### src/rtl/tbac_defines.vh
// tbac_defines.vh: register map, field positions, reset values and codes
// for the 16-bit timer with byte-wide register access.
// assumes a 32-bit APB bus, one byte register in the low bits of each word.
// Summary of operation
// [RL1] counter, both compares and capture are 16 bits, reached as two bytes
// [RL2] one 8-bit high-byte holding register shared by all 16-bit registers
// [RL3] low-byte write loads held high byte and new low byte at once
// [RL4] low-byte read copies target high byte into holding register same cycle
// [RL5] compare reads return both bytes directly, holding register untouched
// [RL6] software writes high byte first, reads low byte first
// [RL7] main code masks interrupts around two-byte accesses shared with handlers
// [RL8] both control registers are plain 8-bit single-byte registers
// [RL9] four sources in one flag register, each with its own mask bit
// [RL10] counter advances only on the selected tick; stopped with no source
// [RL11] both buffered compare values are compared with the counter every cycle
// [RL12] a compare match sets its match flag, which can request an interrupt
// [RL13] compare results drive PWM or frequency waves on the compare outputs
// [RL14] an edge on capture pin or comparator copies counter into capture unless capture is top
// [RL15] optional noise filter suppresses short spikes before edge detection
// [RL16] counter value 0x0000 is the bottom condition and is signalled
// [RL17] counter value 0xFFFF is the maximum, distinct from top
// [RL18] top is 0xFFFF, 0x00FF, 0x01FF, 0x03FF, compare A or capture per mode
// [RL19] compare A as top in PWM gives no PWM output and stays buffered
// [RL20] power-off bit set keeps the timer disabled; software clears it
// [RL21] a CPU write to the counter wins over count or clear that cycle
// [RL22] writing one clears a flag, writing zero leaves it
// [RL23] high-byte writes only load the holding register
`ifndef TBAC_DEFINES_VH
`define TBAC_DEFINES_VH
// register byte addresses
`define TBAC_A_CTRLA   8'h00
`define TBAC_A_CTRLB   8'h04
`define TBAC_A_CNT_LO  8'h08
`define TBAC_A_CNT_HI  8'h0C
`define TBAC_A_CMPA_LO 8'h10
`define TBAC_A_CMPA_HI 8'h14
`define TBAC_A_CMPB_LO 8'h18
`define TBAC_A_CMPB_HI 8'h1C
`define TBAC_A_CAP_LO  8'h20
`define TBAC_A_CAP_HI  8'h24
`define TBAC_A_FLAG    8'h28
`define TBAC_A_MASK    8'h2C
`define TBAC_A_POWER   8'h30
// field positions
`define TBAC_CA_WGM    1:0
`define TBAC_CA_MODEB  5:4
`define TBAC_CA_MODEA  7:6
`define TBAC_CB_CS     2:0
`define TBAC_CB_WGM    4:3
`define TBAC_CB_SRC    5
`define TBAC_CB_EDGE   6
`define TBAC_CB_FILT   7
`define TBAC_F_OVF     0
`define TBAC_F_MA      1
`define TBAC_F_MB      2
`define TBAC_F_CAP     5
`define TBAC_FLAG_BITS 8'h27
`define TBAC_P_OFF     0
// reset values
`define TBAC_RST_BYTE  8'h00
`define TBAC_RST_WORD  16'h0000
`define TBAC_RST_POWER 8'h00
// counter values
`define TBAC_BOTTOM    16'h0000
`define TBAC_ONE       16'h0001
`define TBAC_MAX       16'hFFFF
`define TBAC_TOP8      16'h00FF
`define TBAC_TOP9      16'h01FF
`define TBAC_TOP10     16'h03FF
// clock select codes
`define TBAC_CS_STOP   3'h0
`define TBAC_CS_DIV1   3'h1
`define TBAC_CS_DIV8   3'h2
`define TBAC_CS_DIV64  3'h3
`define TBAC_CS_DIV256 3'h4
`define TBAC_CS_DIV1K  3'h5
`define TBAC_CS_EXTF   3'h6
`define TBAC_CS_EXTR   3'h7
// compare output modes
`define TBAC_OM_OFF    2'h0
`define TBAC_OM_TOG    2'h1
`define TBAC_OM_CLR    2'h2
`define TBAC_OM_SET    2'h3
`endif

### src/rtl/tbac_core.v
// tbac_core.v: 16-bit timer/counter with byte-wide access, APB slave.
// assumes one clock sys_clk; pins come from other domains and are synced.
//
// Chosen here: the placing of the registers and the APB slave port.
`timescale 1ns/1ps
`include "tbac_defines.vh"
module tbac_core #(
   parameter ADDR_W   = 8,
   parameter FILT_LEN = 4
) (
   input  wire              sys_clk,
   input  wire              resetn,
   input  wire              psel,
   input  wire              penable,
   input  wire              pwrite,
   input  wire [ADDR_W-1:0] paddr,
   input  wire [31:0]       pwdata,
   input  wire [3:0]        pstrb,
   output reg  [31:0]       prdata,
   output reg               pready,
   output reg               pslverr,
   input  wire              capture_input_pin,
   input  wire              comparator_out,
   input  wire              external_count_pin,
   output reg               wave_out_a,
   output reg               wave_out_b,
   output reg               timer_irq,
   output reg               count_at_bottom,
   output reg               count_at_max
);
   // software-visible state, buffered compares, count direction and prescaler
   reg [7:0]  timer_ctrl_a_q;
   reg [7:0]  timer_ctrl_b_q;
   reg [7:0]  hold_hi_q;
   reg [15:0] count_value_q;
   reg [15:0] compare_a_value_q;
   reg [15:0] compare_b_value_q;
   reg [15:0] cmpa_eff_q;
   reg [15:0] cmpb_eff_q;
   reg [15:0] capture_value_q;
   reg [7:0]  timer_flag_reg_q;
   reg [7:0]  timer_mask_reg_q;
   reg [7:0]  power_q;
   reg        dir_up_q;
   reg [9:0]  pre_q;
   // synchronisers and filters
   reg [1:0]  ext_sync_q;
   reg        ext_prev_q;
   reg [1:0]  icp_sync_q;
   reg [1:0]  aco_sync_q;
   reg [FILT_LEN-1:0] filt_q;
   reg        cap_lvl_q;
   reg        cap_prev_q;

   wire       en = ~power_q[`TBAC_P_OFF]; // RL20
   wire       act = psel & penable & ~pready;
   wire       done = psel & penable & pready;
   wire       wr = done & pwrite & pstrb[0] & en;
   wire [7:0] wb = pwdata[7:0];
   wire [3:0] wgm = {timer_ctrl_b_q[`TBAC_CB_WGM],
                     timer_ctrl_a_q[`TBAC_CA_WGM]};
   wire [2:0] cs = timer_ctrl_b_q[`TBAC_CB_CS];

   // mode decode: top source, slope and buffering
   reg [15:0] top;
   reg        dual;
   reg        pwm;
   reg        a_top;
   reg        cap_top;
   always @* begin
      top     = `TBAC_MAX;
      dual    = 1'b0;
      pwm     = 1'b1;
      a_top   = 1'b0;
      cap_top = 1'b0;
      case (wgm)
         4'h0: pwm = 1'b0;
         4'h1: begin top = `TBAC_TOP8; dual = 1'b1; end // RL18
         4'h2: begin top = `TBAC_TOP9; dual = 1'b1; end // RL18
         4'h3: begin top = `TBAC_TOP10; dual = 1'b1; end // RL18
         4'h4: begin top = compare_a_value_q; pwm = 1'b0; a_top = 1'b1; end
         4'h5: top = `TBAC_TOP8;
         4'h6: top = `TBAC_TOP9;
         4'h7: top = `TBAC_TOP10;
         4'h8: begin top = capture_value_q; dual = 1'b1; cap_top = 1'b1; end
         4'h9: begin top = cmpa_eff_q; dual = 1'b1; a_top = 1'b1; end
         4'hA: begin top = capture_value_q; dual = 1'b1; cap_top = 1'b1; end
         4'hB: begin top = cmpa_eff_q; dual = 1'b1; a_top = 1'b1; end
         4'hC: begin top = capture_value_q; pwm = 1'b0; cap_top = 1'b1; end
         4'hE: begin top = capture_value_q; cap_top = 1'b1; end
         4'hF: begin top = cmpa_eff_q; a_top = 1'b1; end // RL19
         default: pwm = 1'b0;
      endcase
   end

   // tick select; prescaler free runs so taps stay phase-locked
   wire ext_rise = ext_sync_q[1] & ~ext_prev_q;
   wire ext_fall = ~ext_sync_q[1] & ext_prev_q;
   reg  tick;
   always @* begin
      case (cs)
         `TBAC_CS_DIV1:   tick = 1'b1;
         `TBAC_CS_DIV8:   tick = &pre_q[2:0];
         `TBAC_CS_DIV64:  tick = &pre_q[5:0];
         `TBAC_CS_DIV256: tick = &pre_q[7:0];
         `TBAC_CS_DIV1K:  tick = &pre_q[9:0];
         `TBAC_CS_EXTF:   tick = ext_fall;
         `TBAC_CS_EXTR:   tick = ext_rise;
         default:         tick = 1'b0; // RL10
      endcase
   end
   wire run = tick & en; // RL10

   // continuous comparators, no sampling window
   wire at_top = (count_value_q == top);
   wire at_bot = (count_value_q == `TBAC_BOTTOM); // RL16
   wire mat_a  = (count_value_q == cmpa_eff_q); // RL11
   wire mat_b  = (count_value_q == cmpb_eff_q); // RL11
   wire ovf_ev = dual ? (at_bot & ~dir_up_q)
                      : (pwm ? at_top : count_value_q == `TBAC_MAX); // RL17

   // capture source, optional filter, edge detect
   wire cap_raw = timer_ctrl_b_q[`TBAC_CB_SRC] ? aco_sync_q[1]
                                                : icp_sync_q[1];
   wire filt_all1 = &filt_q;
   wire filt_all0 = ~|filt_q;
   wire cap_now = timer_ctrl_b_q[`TBAC_CB_FILT] ? cap_lvl_q : cap_raw;
   wire cap_ev = en & ~cap_top &
                 (timer_ctrl_b_q[`TBAC_CB_EDGE] ? (cap_now & ~cap_prev_q)
                                                : (~cap_now & cap_prev_q));

   // pin synchronisers; second stage alone feeds logic
   always @(posedge sys_clk) begin
      if (!resetn) begin
         ext_sync_q <= 2'h0;
         ext_prev_q <= 1'b0;
         icp_sync_q <= 2'h0;
         aco_sync_q <= 2'h0;
         pre_q      <= 10'h000;
      end else begin
         ext_sync_q <= {ext_sync_q[0], external_count_pin};
         ext_prev_q <= ext_sync_q[1];
         icp_sync_q <= {icp_sync_q[0], capture_input_pin};
         aco_sync_q <= {aco_sync_q[0], comparator_out};
         if (en)
            pre_q <= pre_q + 10'h001;
      end
   end

   // noise filter: level changes only after FILT_LEN equal samples
   always @(posedge sys_clk) begin
      if (!resetn) begin
         filt_q     <= {FILT_LEN{1'b0}};
         cap_lvl_q  <= 1'b0;
         cap_prev_q <= 1'b0;
      end else begin
         filt_q <= {filt_q[FILT_LEN-2:0], cap_raw}; // RL15
         if (filt_all1)
            cap_lvl_q <= 1'b1; // RL15
         else if (filt_all0)
            cap_lvl_q <= 1'b0; // RL15
         cap_prev_q <= cap_now;
      end
   end

   // read mux; unmapped addresses answer with an error
   reg [7:0] rd;
   reg       hit;
   always @* begin
      rd  = 8'h00;
      hit = 1'b1;
      case (paddr)
         `TBAC_A_CTRLA:   rd = timer_ctrl_a_q; // RL8
         `TBAC_A_CTRLB:   rd = timer_ctrl_b_q; // RL8
         `TBAC_A_CNT_LO:  rd = count_value_q[7:0];
         `TBAC_A_CNT_HI:  rd = hold_hi_q;
         `TBAC_A_CMPA_LO: rd = compare_a_value_q[7:0];
         `TBAC_A_CMPA_HI: rd = compare_a_value_q[15:8]; // RL5
         `TBAC_A_CMPB_LO: rd = compare_b_value_q[7:0];
         `TBAC_A_CMPB_HI: rd = compare_b_value_q[15:8]; // RL5
         `TBAC_A_CAP_LO:  rd = capture_value_q[7:0];
         `TBAC_A_CAP_HI:  rd = hold_hi_q;
         `TBAC_A_FLAG:    rd = timer_flag_reg_q; // RL9
         `TBAC_A_MASK:    rd = timer_mask_reg_q; // RL9
         `TBAC_A_POWER:   rd = power_q;
         default:         hit = 1'b0;
      endcase
      if (!en && paddr != `TBAC_A_POWER)
         rd = 8'h00;
   end

   // apb handshake: one wait state, read data sampled in the first access
   always @(posedge sys_clk) begin
      if (!resetn) begin
         pready  <= 1'b0;
         pslverr <= 1'b0;
         prdata  <= 32'h00000000;
      end else begin
         pready <= act;
         if (act) begin
            pslverr <= ~hit;
            prdata  <= pwrite ? 32'h00000000 : {24'h000000, rd};
         end else begin
            pslverr <= 1'b0;
         end
      end
   end

   // holding register: high writes and low reads of count/capture
   wire rd_lo = act & ~pwrite & en;
   always @(posedge sys_clk) begin
      if (!resetn) begin
         hold_hi_q <= `TBAC_RST_BYTE;
      end else if (wr && (paddr == `TBAC_A_CNT_HI ||
                          paddr == `TBAC_A_CMPA_HI ||
                          paddr == `TBAC_A_CMPB_HI ||
                          paddr == `TBAC_A_CAP_HI)) begin
         hold_hi_q <= wb; // RL2 RL23
      end else if (rd_lo && paddr == `TBAC_A_CNT_LO) begin
         hold_hi_q <= count_value_q[15:8]; // RL4
      end else if (rd_lo && paddr == `TBAC_A_CAP_LO) begin
         hold_hi_q <= capture_value_q[15:8]; // RL4
      end
   end

   // control, mask and power registers
   always @(posedge sys_clk) begin
      if (!resetn) begin
         timer_ctrl_a_q   <= `TBAC_RST_BYTE;
         timer_ctrl_b_q   <= `TBAC_RST_BYTE;
         timer_mask_reg_q <= `TBAC_RST_BYTE;
         power_q          <= `TBAC_RST_POWER;
      end else begin
         if (wr && paddr == `TBAC_A_CTRLA)
            timer_ctrl_a_q <= wb; // RL8
         if (wr && paddr == `TBAC_A_CTRLB)
            timer_ctrl_b_q <= wb; // RL8
         if (wr && paddr == `TBAC_A_MASK)
            timer_mask_reg_q <= wb & `TBAC_FLAG_BITS; // RL9
         // power register stays writable while the timer is off
         if (done && pwrite && pstrb[0] && paddr == `TBAC_A_POWER)
            power_q <= {7'h00, wb[`TBAC_P_OFF]}; // RL20
      end
   end

   // counter: cpu write first, then count
   always @(posedge sys_clk) begin
      if (!resetn) begin
         count_value_q <= `TBAC_RST_WORD;
         dir_up_q      <= 1'b1;
      end else if (wr && paddr == `TBAC_A_CNT_LO) begin
         count_value_q <= {hold_hi_q, wb}; // RL1 RL3 RL21
      end else if (run) begin
         if (dual) begin
            if (dir_up_q && at_top) begin
               dir_up_q      <= 1'b0;
               count_value_q <= count_value_q - `TBAC_ONE;
            end else if (!dir_up_q && at_bot) begin
               dir_up_q      <= 1'b1;
               count_value_q <= count_value_q + `TBAC_ONE;
            end else if (dir_up_q) begin
               count_value_q <= count_value_q + `TBAC_ONE;
            end else begin
               count_value_q <= count_value_q - `TBAC_ONE;
            end
         end else if (at_top) begin
            count_value_q <= `TBAC_BOTTOM; // RL18
            dir_up_q      <= 1'b1;
         end else begin
            count_value_q <= count_value_q + `TBAC_ONE;
            dir_up_q      <= 1'b1;
         end
      end
   end

   // compare buffers; PWM modes take new values only at top
   wire upd = ~pwm | (run & at_top);
   always @(posedge sys_clk) begin
      if (!resetn) begin
         compare_a_value_q <= `TBAC_RST_WORD;
         compare_b_value_q <= `TBAC_RST_WORD;
         cmpa_eff_q        <= `TBAC_RST_WORD;
         cmpb_eff_q        <= `TBAC_RST_WORD;
      end else begin
         if (wr && paddr == `TBAC_A_CMPA_LO)
            compare_a_value_q <= {hold_hi_q, wb}; // RL3
         if (wr && paddr == `TBAC_A_CMPB_LO)
            compare_b_value_q <= {hold_hi_q, wb}; // RL3
         if (upd) begin
            cmpa_eff_q <= compare_a_value_q; // RL19
            cmpb_eff_q <= compare_b_value_q;
         end
      end
   end

   // capture register: event copy when not used as top, or cpu write in any mode
   always @(posedge sys_clk) begin
      if (!resetn)
         capture_value_q <= `TBAC_RST_WORD;
      else if (wr && paddr == `TBAC_A_CAP_LO)
         capture_value_q <= {hold_hi_q, wb}; // RL3
      else if (cap_ev)
         capture_value_q <= count_value_q; // RL14
   end

   // flags: hardware set wins over a write-one clear in the same cycle
   wire [7:0] set_v = {2'h0, cap_ev, 2'h0,
                       run & mat_b, run & mat_a, run & ovf_ev};
   wire [7:0] clr_v = (wr && paddr == `TBAC_A_FLAG) ?
                      (wb & `TBAC_FLAG_BITS) : 8'h00;
   always @(posedge sys_clk) begin
      if (!resetn)
         timer_flag_reg_q <= `TBAC_RST_BYTE;
      else
         timer_flag_reg_q <= (timer_flag_reg_q & ~clr_v) | set_v; // RL9 RL12 RL22
   end

   // waveform outputs; compare A acting as PWM top only toggles
   wire [1:0] om_a = timer_ctrl_a_q[`TBAC_CA_MODEA];
   wire [1:0] om_b = timer_ctrl_a_q[`TBAC_CA_MODEB];
   function wave_next;
      input       cur;
      input [1:0] om;
      input       mat;
      input       wrap;
      input       is_pwm;
      input       is_dual;
      input       up;
      input       no_pwm;
      reg         lvl;
      begin
         lvl = (om == `TBAC_OM_SET);
         wave_next = cur;
         if (om == `TBAC_OM_OFF)
            wave_next = 1'b0;
         else if (!is_pwm || no_pwm) begin
            if (mat && om == `TBAC_OM_TOG)
               wave_next = ~cur;
            else if (mat && !is_pwm)
               wave_next = lvl;
         end else if (is_dual) begin
            if (mat)
               wave_next = up ? lvl : ~lvl;
         end else if (mat)
            wave_next = lvl;
         else if (wrap)
            wave_next = ~lvl;
      end
   endfunction

   always @(posedge sys_clk) begin
      if (!resetn) begin
         wave_out_a <= 1'b0;
         wave_out_b <= 1'b0;
      end else if (run) begin
         wave_out_a <= wave_next(wave_out_a, om_a, mat_a, at_top, pwm,
                                 dual, dir_up_q, a_top); // RL13 RL19
         wave_out_b <= wave_next(wave_out_b, om_b, mat_b, at_top, pwm,
                                 dual, dir_up_q, 1'b0); // RL13
      end else if (om_a == `TBAC_OM_OFF || om_b == `TBAC_OM_OFF) begin
         // a disconnected output drops low even with the timer stopped
         if (om_a == `TBAC_OM_OFF)
            wave_out_a <= 1'b0;
         if (om_b == `TBAC_OM_OFF)
            wave_out_b <= 1'b0;
      end
   end

   // status outputs, one cycle behind the counter and the flag register
   always @(posedge sys_clk) begin
      if (!resetn) begin
         timer_irq       <= 1'b0;
         count_at_bottom <= 1'b1;
         count_at_max    <= 1'b0;
      end else begin
         timer_irq       <= |(timer_flag_reg_q & timer_mask_reg_q); // RL9
         count_at_bottom <= at_bot; // RL16
         count_at_max    <= (count_value_q == `TBAC_MAX); // RL17
      end
   end

endmodule // tbac_core

### config.mk
export PLATFORM = sky130hd
export DESIGN_NAME = tbac_core
export DESIGN_NICKNAME = d
export VERILOG_FILES = /design/src/rtl/tbac_core.v
export VERILOG_INCLUDE_DIRS = /design/src /design/src/rtl
export SDC_FILE = /design/constraint.sdc
export NUM_CORES = 1
export LEC_CHECK = 0
export ABC_AREA = 1
export BUFFER_PORTS_ARGS = -buffer_cell sky130_fd_sc_hd__buf_2
export CORE_MARGIN = 2
export CORE_UTILIZATION = 30
export DETAILED_ROUTE_END_ITERATION = 10
export MAX_ROUTING_LAYER = met4
export PLACE_DENSITY_LB_ADDON = 0.05
export SETUP_SLACK_MARGIN = 0.2
export SYNTH_ARGS = -nofsm -noshare
export SYNTH_HDL_FRONTEND = slang
export SYNTH_SLANG_ARGS = --single-unit
### constraint.sdc
create_clock -name sys_clk -period 6.8 [get_ports sys_clk]
set_clock_uncertainty 0.1 [all_clocks]
set_input_delay 2.04 -clock sys_clk [delete_from_list [all_inputs] [get_ports sys_clk]]
set_output_delay 2.04 -clock sys_clk [all_outputs]
set_load 0.02 [all_outputs]
After elaboration in Yosys (flattened, before gate mapping)
Cells that the tools add are included.
{"block": "word_totals", "n_memories": 0, "output_inout_bits": 39, "ramBits": 0, "latchBits": 0, "wordCells": 239, "reg_bits": 196, "inputBits": 52, "romBits": 0}
{"block": "classes", "n_reduce_logical": 61, "n_shift": 0, "n_lt_le_gt_ge": 0, "div": 0, "n_mux": 57, "multipliers": 0, "n_addsub": 3, "eq_ne": 48, "bitwise_logic": 41}
{"op": "$mux 16", "count": 9}
{"op": "$pmux 16 s6", "count": 1}
{"op": "$pmux 8 s12", "count": 1}
{"op": "$eq 16x16->1", "count": 3}
{"op": "$eq 8x6->1 const B", "count": 5}
{"op": "$mux 8", "count": 5}
{"op": "$mux 1", "count": 39}
{"op": "$eq 8x5->1 const B", "count": 4}
{"op": "$eq 4x4->1 const B", "count": 7}
{"op": "$logic_and 1x1->1", "count": 21}
{"op": "$and 1x1->1", "count": 20}
{"op": "$add 16x1->16 const B", "count": 1}
{"op": "$eq 16x16->1 const B", "count": 1}
{"op": "$eq 4x3->1 const B", "count": 4}
{"op": "$eq 8x4->1 const B", "count": 2}
{"op": "$logic_not 16->1", "count": 1}
{"op": "$not 1->1", "count": 16}
{"op": "$sub 16x1->16 const B", "count": 1}
{"op": "$reduce_or 13->1", "count": 1}
{"op": "$eq 3x3->1 const B", "count": 4}
{"op": "$reduce_or 12->1", "count": 1}
{"op": "$reduce_or 4->1", "count": 3}
{"op": "$add 10x1->10 const B", "count": 1}
{"op": "$reduce_and 10->1", "count": 1}
{"op": "other kinds (36)", "count": 58}

Logic depth before layout (Yosys ltp)
Gate-level depths: netlist of the first run.
{"block": "logic_depth", "word_depth": 10, "depth_mapped": 21, "mapped_depth_nobuf": 18}

Worst setup path after synthesis of the first run
OpenSTA, ideal clock, no wires.
{"block": "synth_timing", "path_kind": "in2reg", "start": "input paddr[7]", "end": "register hold_hi_q[0]", "arrival_ps": 3676, "n_path_buf": 0, "t_required_ps": 6572, "setup_time_ps": 128, "cell_stages": 11, "path_slack_ps": 2896, "path_cell_list": "nor2_1 -> nand3_1 -> or2_2 -> nand2_1 -> nor3_1 -> nor2_1 -> inv_1 -> nand2_1 -> inv_1 -> a21oi_1 -> nor2_1"}
{"block": "synth_between", "elab_chain_cells": 6, "word_cells_on_any_way": 15, "cone_classes": "6 x eq/ne; 2 x mux; 7 x reduce/logical"}
{"element": "from (decl)", "line_no": "tbac_core.v:16", "text": "input wire [ADDR_W-1:0] paddr,"}
{"element": "$eq 8x4->1 / $eq 8x5->1 (equally long branches)"}
{"element": "$logic_or 1x1->1 (no source line) (3 in series)"}
{"element": "$logic_and 1x1->1", "line_no": "tbac_core.v:214", "text": "end else if (wr && (paddr == `TBAC_A_CNT_HI ||"}
{"element": "$reduce_bool 3->1 (no source line) / $mux 8 (equally long branches)"}
{"element": "to (signal assigned)", "line_no": "tbac_core.v:213", "text": "hold_hi_q <= `TBAC_RST_BYTE;"}
{"element": "to (signal assigned)", "line_no": "tbac_core.v:218", "text": "hold_hi_q <= wb;"}
{"element": "to (signal assigned)", "line_no": "tbac_core.v:220", "text": "hold_hi_q <= count_value_q[15:8];"}
{"element": "to (decl)", "line_no": "tbac_core.v:34", "text": "reg [7:0] hold_hi_q;"}
Several ways; a longest one is shown, not always the timed one.
A chain may end at the register's enable or synchronous reset.

Final worst setup path of the first run
{"block": "layout_timing", "start": "input paddr[7]", "end": "register count_value_q[13]"}
{"block": "layout_between", "elab_chain_cells": 3, "word_cells_on_any_way": 4, "cone_classes": "1 x eq/ne; 1 x mux; 2 x reduce/logical"}
{"element": "$eq 8x4->1 (*)"}
{"element": "$logic_and 1x1->1 (no source line) (*)"}
{"element": "$mux 16 / $reduce_bool 2->1 (equally long branches)"}
{"element": "to (signal assigned)", "line_no": "tbac_core.v:249", "text": "count_value_q <= `TBAC_RST_WORD;"}
{"element": "to (signal assigned)", "line_no": "tbac_core.v:252", "text": "count_value_q <= {hold_hi_q, wb};"}
{"element": "to (signal assigned)", "line_no": "tbac_core.v:257", "text": "count_value_q <= count_value_q - `TBAC_ONE;"}
{"element": "to (decl)", "line_no": "tbac_core.v:35", "text": "reg [15:0] count_value_q;"}
Mark *: on every way between the ends. The rest lies on a longest branch, timed or not.

==> results of run 1 <==
-- through the flow --
step                      cells  power [uW]  setup slack [ns]  area, sq um
after floorplan            1547        1074             2.896         9908
final                      1974        2066             2.249        10820
after global routing       1974        2131             1.971        10820
after CTS                  1974        2087             2.238        10820
after global placement     1942        1095             1.810        10240
after detailed placement   1942        1095             1.769        10240
-- cell type report --
| class | instances | area (sq um) | share of cell area [%] |
|---|---|---|---|
| clock buffers | 18 | 439.2 | 4.058 |
| clock inverters | 14 | 140.1 | 1.295 |
| inverters | 176 | 660.6 | 6.104 |
| repair buffers | 52 | 295.3 | 2.728 |
| well taps | 442 | 553.0 | 5.110 |
| flip-flops and latches | 168 | 3363 | 31.08 |
| multi-input cells | 1104 | 5371 | 49.63 |
-- cell usage after synthesis (8+ instances only) --
library cell,n
xnor2_1,10
o21ai_0,182
o21ai_1,9
nand2_1,335
nor2_1,129
clkbuf_1,53
xor2_1,26
buf_2,9
buf_4,28
nor3_1,23
o22ai_1,8
nand3_1,86
a221oi_1,19
a21oi_1,150
dfxtp_1,168
a31oi_1,13
inv_1,164
nor4_1,8
nand4_1,33
-- cell families (layout without fill, tap and decap cells) --
family                   after synthesis  after routing
buffers and inverters                275            260
AND/OR/NAND/NOR                      637            637
AO/OA/AOI/OAI                        401            401
adder cells (fa/ha/maj)                5              5
other                                  1             24
multiplexers                           1              1
XOR/XNOR                              36             36
flip-flops                           168            168
-- per-layer routing --
metal | global-route usage (%) | part of all wire (%)
met1 | 32.77 | 47
met2 | 38.16 | 45
met3 | 4.149 | 4.7
met4 | 7.492 | 2.5
met5 | - | 0
-- how the worst max path moves through the flow --
| stage | from | end | cells after the start |
|---|---|---|---|
| 6_report | paddr[7] | count_value_q[13]$_SDFFE_PN0P_ | 13 |
| 5_1_grt | paddr[7] | count_value_q[13]$_SDFFE_PN0P_ | 13 |
| 4_1_cts | paddr[7] | count_value_q[13]$_SDFFE_PN0P_ | 13 |
| 3_5_place_dp | paddr[7] | count_value_q[13]$_SDFFE_PN0P_ | 13 |
| 3_3_place_gp | paddr[7] | count_value_q[13]$_SDFFE_PN0P_ | 13 |
| 2_1_floorplan | paddr[7] | hold_hi_q[0]$_SDFFE_PN0P_ | 11 |
-- where the power goes --
part / switching, uW / internal [uW]
registers: 4.35 / 991
logic: 61.3 / 15.4
clock network: 469 / 525
total: 534 / 1530
-- cells in the final DEF, fill, tap and decap left out, drive strengths merged, types with 26 or more instances in the layout --
cell and n:
xor2 26, inv 177, o21ai 193, a21oi 150
nand3 86, nor2 135, nand2 340, buf 52
nand4 33, dfxtp 168
-- registers in the layout (all words and copies together), names as in the netlist, 2 cells and up --
name / flops
aco_sync_q: 2
hold_hi_q: 8
timer_flag_reg_q: 4
timer_ctrl_a_q: 8
filt_q: 4
cmpa_eff_q: 16
compare_b_value_q: 16
prdata: 8
compare_a_value_q: 16
pre_q: 10
timer_mask_reg_q: 4
ext_sync_q: 2
icp_sync_q: 2
capture_value_q: 16
cmpb_eff_q: 16
count_value_q: 16
timer_ctrl_b_q: 8
-- critical path, stage by stage --
cell     delay [ns]
buf_2          0.09
nor2_1         0.18
inv_1          0.09
nor3_2         0.40
nand2_1        0.29
nor2_1         0.19
buf_4          0.27
inv_1          0.28
nand2_1        0.27
inv_1          0.28
a21oi_1        0.20
nand2_1        0.07
a21oi_1        0.11
==> results.cfg, run 1 <==
[sta]
finalSetupViolCount = 0
rsz0062_at_grt = no
fin_setup_tns_ns = 0
min_period_ns = 4.551
hold_viol = 0
relSlewSlack_pct = 23.57
holdWs_ns = 0.3167
finalMaxSlewViolations = 0
finalCritPeriodShare_pct = 66.93
worst_pin_slew_ns = 1.145
max_freq_ghz = 0.2197

[clock_network]
clock-sinks = 168
insertion_delay_ns = 0.44
ctsHoldBuffers = 0
cts_made_buffers = 17
postCtsSetupBuffers = 0
cts_resized = 0
cts_max_level = 4
ctsRootBufferMaster = clkbuf_16
cts.clk_slew.worst_paths_ns = 0.07
cts_tree = built
cts_buffer_depth = 2

[synthesis]
syn_area_sq_mm = 0.009822
ys_seq_area_share_pct = 34.24
synth_top_family_by_area = simple AND/OR/NAND/NOR gates
synthSimpleGateAreaFrac_pct = 27.64
syn_area_per_cell_sq_um = 6.445
syn_inst = 1524
yosys.area.top_type = dfxtp_1
synth_fa_ha_area_share_pct = 0.6369
synth_compound_area_share_pct = 22.05
synth-main-ff-cell = dfxtp_1
async_flop_share_pct = 0
ys_seq_elements = 168
synth_cell_types = 45
synth_edf_count = 0
synthMuxAreaShare_pct = 0.1019
synthDominantCellAreaShare_pct = 34.24
synthTopCellsByArea = dfxtp_1, nand2_1, o21ai_0
synth-xor-area-share_pct = 3.210
ys_warn_count = 0

[finish]
area_growth_pct = 10.19
fillers = 3649
nets = 1576
drive_above_1_share_pct = 7.311
post-route-util_pct = 33.43
n_antenna_cell = 0

[min_path]
hold_start = aco_sync_q[0]$_SDFF_PN0_
hold_path.class = reg -> reg
hold_end = aco_sync_q[1]$_SDFF_PN0_
whs_path_depth = 2

[setup_path]
worstSetupPathType = in -> reg
critPathRequiredTime_ns = 7.06
reg2regPathDepth = 17
r2r_end = cmpb_eff_q[3]$_SDFFE_PN0P_
cp-end-kind = flip-flop
cp_data_arrival_time_ns = 4.82
worstPathMaxFanout = 15
rr_startpoint = timer_ctrl_a_q[1]$_SDFFE_PN0P_
cp-start-kind = input pin
ff2ff_setup_slack_ns = 2.52

[die]
initial_core_util_pct = 30.34
ios = 91
die_area_sq_mm = 0.03420
die_h_microns = 184.9
die_x_microns = 184.9
rows = 66
core_sq_mm = 0.03237

[route]
routed-via-count = 10027
drt_wl_total_microns = 39890
drt_iter0_drc = 866
route.antenna.remaining_nets = 0
drc = 0
vias_per_cell = 5.080
wl_per_cell_microns = 20.21
dr.pass1.iters = 8

[global_route]
grt_pass1_wl_microns = 59950
grt_pass1_vias = 9279
grt_usage_pct = 24.61
grt_max_degree = 96
grt_antenna_before_repair = 0
overflow = 0

[job]
maxCapViolCount = 0

[outcome]
status = finished, final reports clean

[power_and_ir_drop]
ir_worst_vdd_uv = 123.8
leakage_uw = 0.004358
cellPowerDensity_mw_per_mm2 = 190.9

[place]
dp_hpwl_microns = 29370
port_buffers = 39
gp_congestion = 0.8520
(Power assumes the default switching activity.)
==> run 2: changes to the inputs <==
ABC_AREA = 0   (was 1)
clock period = 4.1 ns   (was 6.8 ns; I/O delays follow)
==> run 2 against run 1 <==
Routed wire length fell by 3.2%; final cell count fell by 18%; sequential share of layout area rose by 0.22 points; combinational power rose by 67%; via count fell by 11%; global-route usage fell by 0.21 points; hold slack improved by 0.013 ns; highest routed layer unchanged.
==> results.cfg, run 2 <==
[global_route]
grt_antenna_before_repair = 0
grt_usage_pct = 24.39
overflow = 0
grt_max_degree = 143
grt_pass1_vias = 8568
grt_pass1_wl_microns = 57610

[place]
gp_congestion = 0.8760
placed_cell_area_sq_mm = 0.01015
port_buffers = 39
dp_hpwl_microns = 27340

[power_and_ir_drop]
combinationalPowerShare_pct = 3.7
cellPowerDensity_mw_per_mm2 = 322.3
internal-power_uw = 2577
power.share.clock_pct = 48.9
leakage_uw = 0.003948
sequentialPowerShare_pct = 47.4
ir_worst_vdd_uv = 268.9
switchingPower_uw = 888.0
swShare_pct = 25.63

[synthesis]
syn_inst = 1186
synthTopCellsByArea = dfxtp_1, mux2i_1, nor2_1
ys_warn_count = 0
ys_seq_area_share_pct = 36.05
synthTopCellsByCount = dfxtp_1, nor2_1, nand2_1
syn_area_sq_mm = 0.009330
synth_edf_count = 0
ys_seq_elements = 168
synthDominantCellAreaShare_pct = 36.05
yosys.area.top_type = dfxtp_1
synth_cell_types = 73
syn_area_per_cell_sq_um = 7.867
synth_most_common_cell = dfxtp_1
async_flop_share_pct = 0
synth-main-ff-cell = dfxtp_1

[sta]
rsz0062_at_grt = no
max_freq_ghz = 0.2747
finalSetupViolCount = 0
min_period_ns = 3.640
relSlewSlack_pct = 35.07
hold_viol = 0
finalCritPeriodShare_pct = 88.77
worst_pin_slew_ns = 0.9703
finalMaxSlewViolations = 0
fin_setup_tns_ns = 0

[clock_network]
cts.clk_slew.worst_paths_ns = 0.08
cts_buffer_depth = 2
clock-sinks = 168
insertion_delay_ns = 0.45
ctsRootBufferMaster = clkbuf_16
cts_tree = built
cts_made_buffers = 17
ctsHoldBuffers = 0
cts_max_level = 4
cts_resized = 0
postCtsSetupBuffers = 0

[die]
core_sq_mm = 0.03059
die_h_microns = 180.4
die_x_microns = 180.4
die_area_sq_mm = 0.03253
ios = 91
rows = 64
initial_core_util_pct = 30.50

[finish]
stdcell_area_sq_mm = 0.01075
layout_common_cells = dfxtp_1, nor2_1, nand2_1, a21oi_1, mux2i_1
n_antenna_cell = 0
drive_above_1_share_pct = 13.16
nets = 1275
area_growth_pct = 15.23
layout_commonest_cell = dfxtp_1

[setup_path]
worstPathMaxFanout = 10
reg2regPathDepth = 10
r2r_end = count_value_q[4]$_SDFFE_PN0P_
cp_data_arrival_time_ns = 3.87
cp-end-kind = flip-flop
ff2ff_setup_slack_ns = 0.46
rr_startpoint = timer_ctrl_b_q[4]$_SDFFE_PN0P_
critPathRequiredTime_ns = 4.33
worstSetupPathType = reg -> reg
cp-start-kind = flip-flop

[min_path]
whs_path_depth = 1
hold_end = icp_sync_q[1]$_SDFF_PN0_
hold_start = icp_sync_q[0]$_SDFF_PN0_
hold_path.class = reg -> reg

[route]
routed-via-count = 8939
vias_per_cell = 5.494
dr.pass1.iters = 5
drc = 0
wl_per_cell_microns = 23.74
route.antenna.remaining_nets = 0
drt_iter0_drc = 859
drt_wl_total_microns = 38620

[outcome]
status = finished, final reports clean

[job]
maxCapViolCount = 0
run 2: how the worst max path moves through the flow:
stage / from / to / slack (ns) / cells past startpoint
global placement: timer_ctrl_a_q[0]$_SDFFE_PN0P_ / count_value_q[4]$_SDFFE_PN0P_ / 0.27 / 10
floorplan: paddr[3] / prdata[0]$_SDFFE_PN0P_ / 0.69 / 6
finish: timer_ctrl_b_q[4]$_SDFFE_PN0P_ / count_value_q[4]$_SDFFE_PN0P_ / 0.46 / 10
global route: timer_ctrl_b_q[4]$_SDFFE_PN0P_ / count_value_q[4]$_SDFFE_PN0P_ / 0.21 / 10
CTS: timer_ctrl_a_q[0]$_SDFFE_PN0P_ / count_value_q[4]$_SDFFE_PN0P_ / 0.21 / 10
detailed placement: timer_ctrl_a_q[0]$_SDFFE_PN0P_ / count_value_q[4]$_SDFFE_PN0P_ / 0.24 / 10
run 2: area by class of cell:
type / instances / area, sq um
clock buffer: 17 / 425.4
inverter: 23 / 88.84
sequential: 168 / 3364
tap: 396 / 495.5
timing repair buffer: 105 / 728.2
fill: 3289 / 19840
clock inverter: 15 / 166.4
multi-input combinational: 903 / 5483
run 2: power by group through the flow:
stage               clock, uW  combinational (uW)  sequential, uW
global placement            0                 129            1680
floorplan                   0                90.0            1680
global route             1790                 138            1640
detailed placement          0                 129            1680
finish                   1690                 128            1640
CTS                      1730                 129            1640
run 2: cell families (layout without fill, tap and decap cells):
family                   count (synthesis)  after routing  share of synthesized area, %
AND/OR/NAND/NOR                        456            456                         22.78
AO/OA/AOI/OAI                          289            289                         20.71
flip-flops                             168            168                         36.05
buffers and inverters                  138            160                         6.638
multiplexers                            71             71                         7.671
XOR/XNOR                                58             58                         5.445
adder cells (fa/ha/maj)                  5              5                        0.6705
other                                    1             24                       0.04019
run 2: through the flow:
stage / total power, uW / hold slack, ns / worst slack (ns) / instances / util (%)
after global routing: 3568 / 0.3434 / 0.2064 / 1627 / 35.15
after CTS: 3502 / 0.3310 / 0.2138 / 1627 / 35.13
after global placement: 1810 / 0.3176 / 0.2710 / 1595 / 33.19
final: 3465 / 0.3300 / 0.4603 / 1627 / 35.15
after detailed placement: 1809 / 0.3221 / 0.2386 / 1595 / 33.19
after floorplan: 1770 / 0.3119 / 0.6935 / 1209 / -
run 2: worst max-delay path, stage by stage (launching register included):
cell,delay [ns]
dfxtp_1,0.39
or4b_4,0.63
o21ai_1,0.15
a21oi_1,0.05
or4_4,0.56
nor3_4,0.24
nand4_4,0.27
a21oi_4,0.36
mux2i_1,0.25
mux2i_1,0.09
a2111oi_1,0.40
run 2: routing by layer:
layer / track usage, % / share of wire (%)
met5: - / 0
met1: 32.99 / 47
met2: 38.40 / 46
met3: 3.092 / 5.0
met4: 6.613 / 2.0
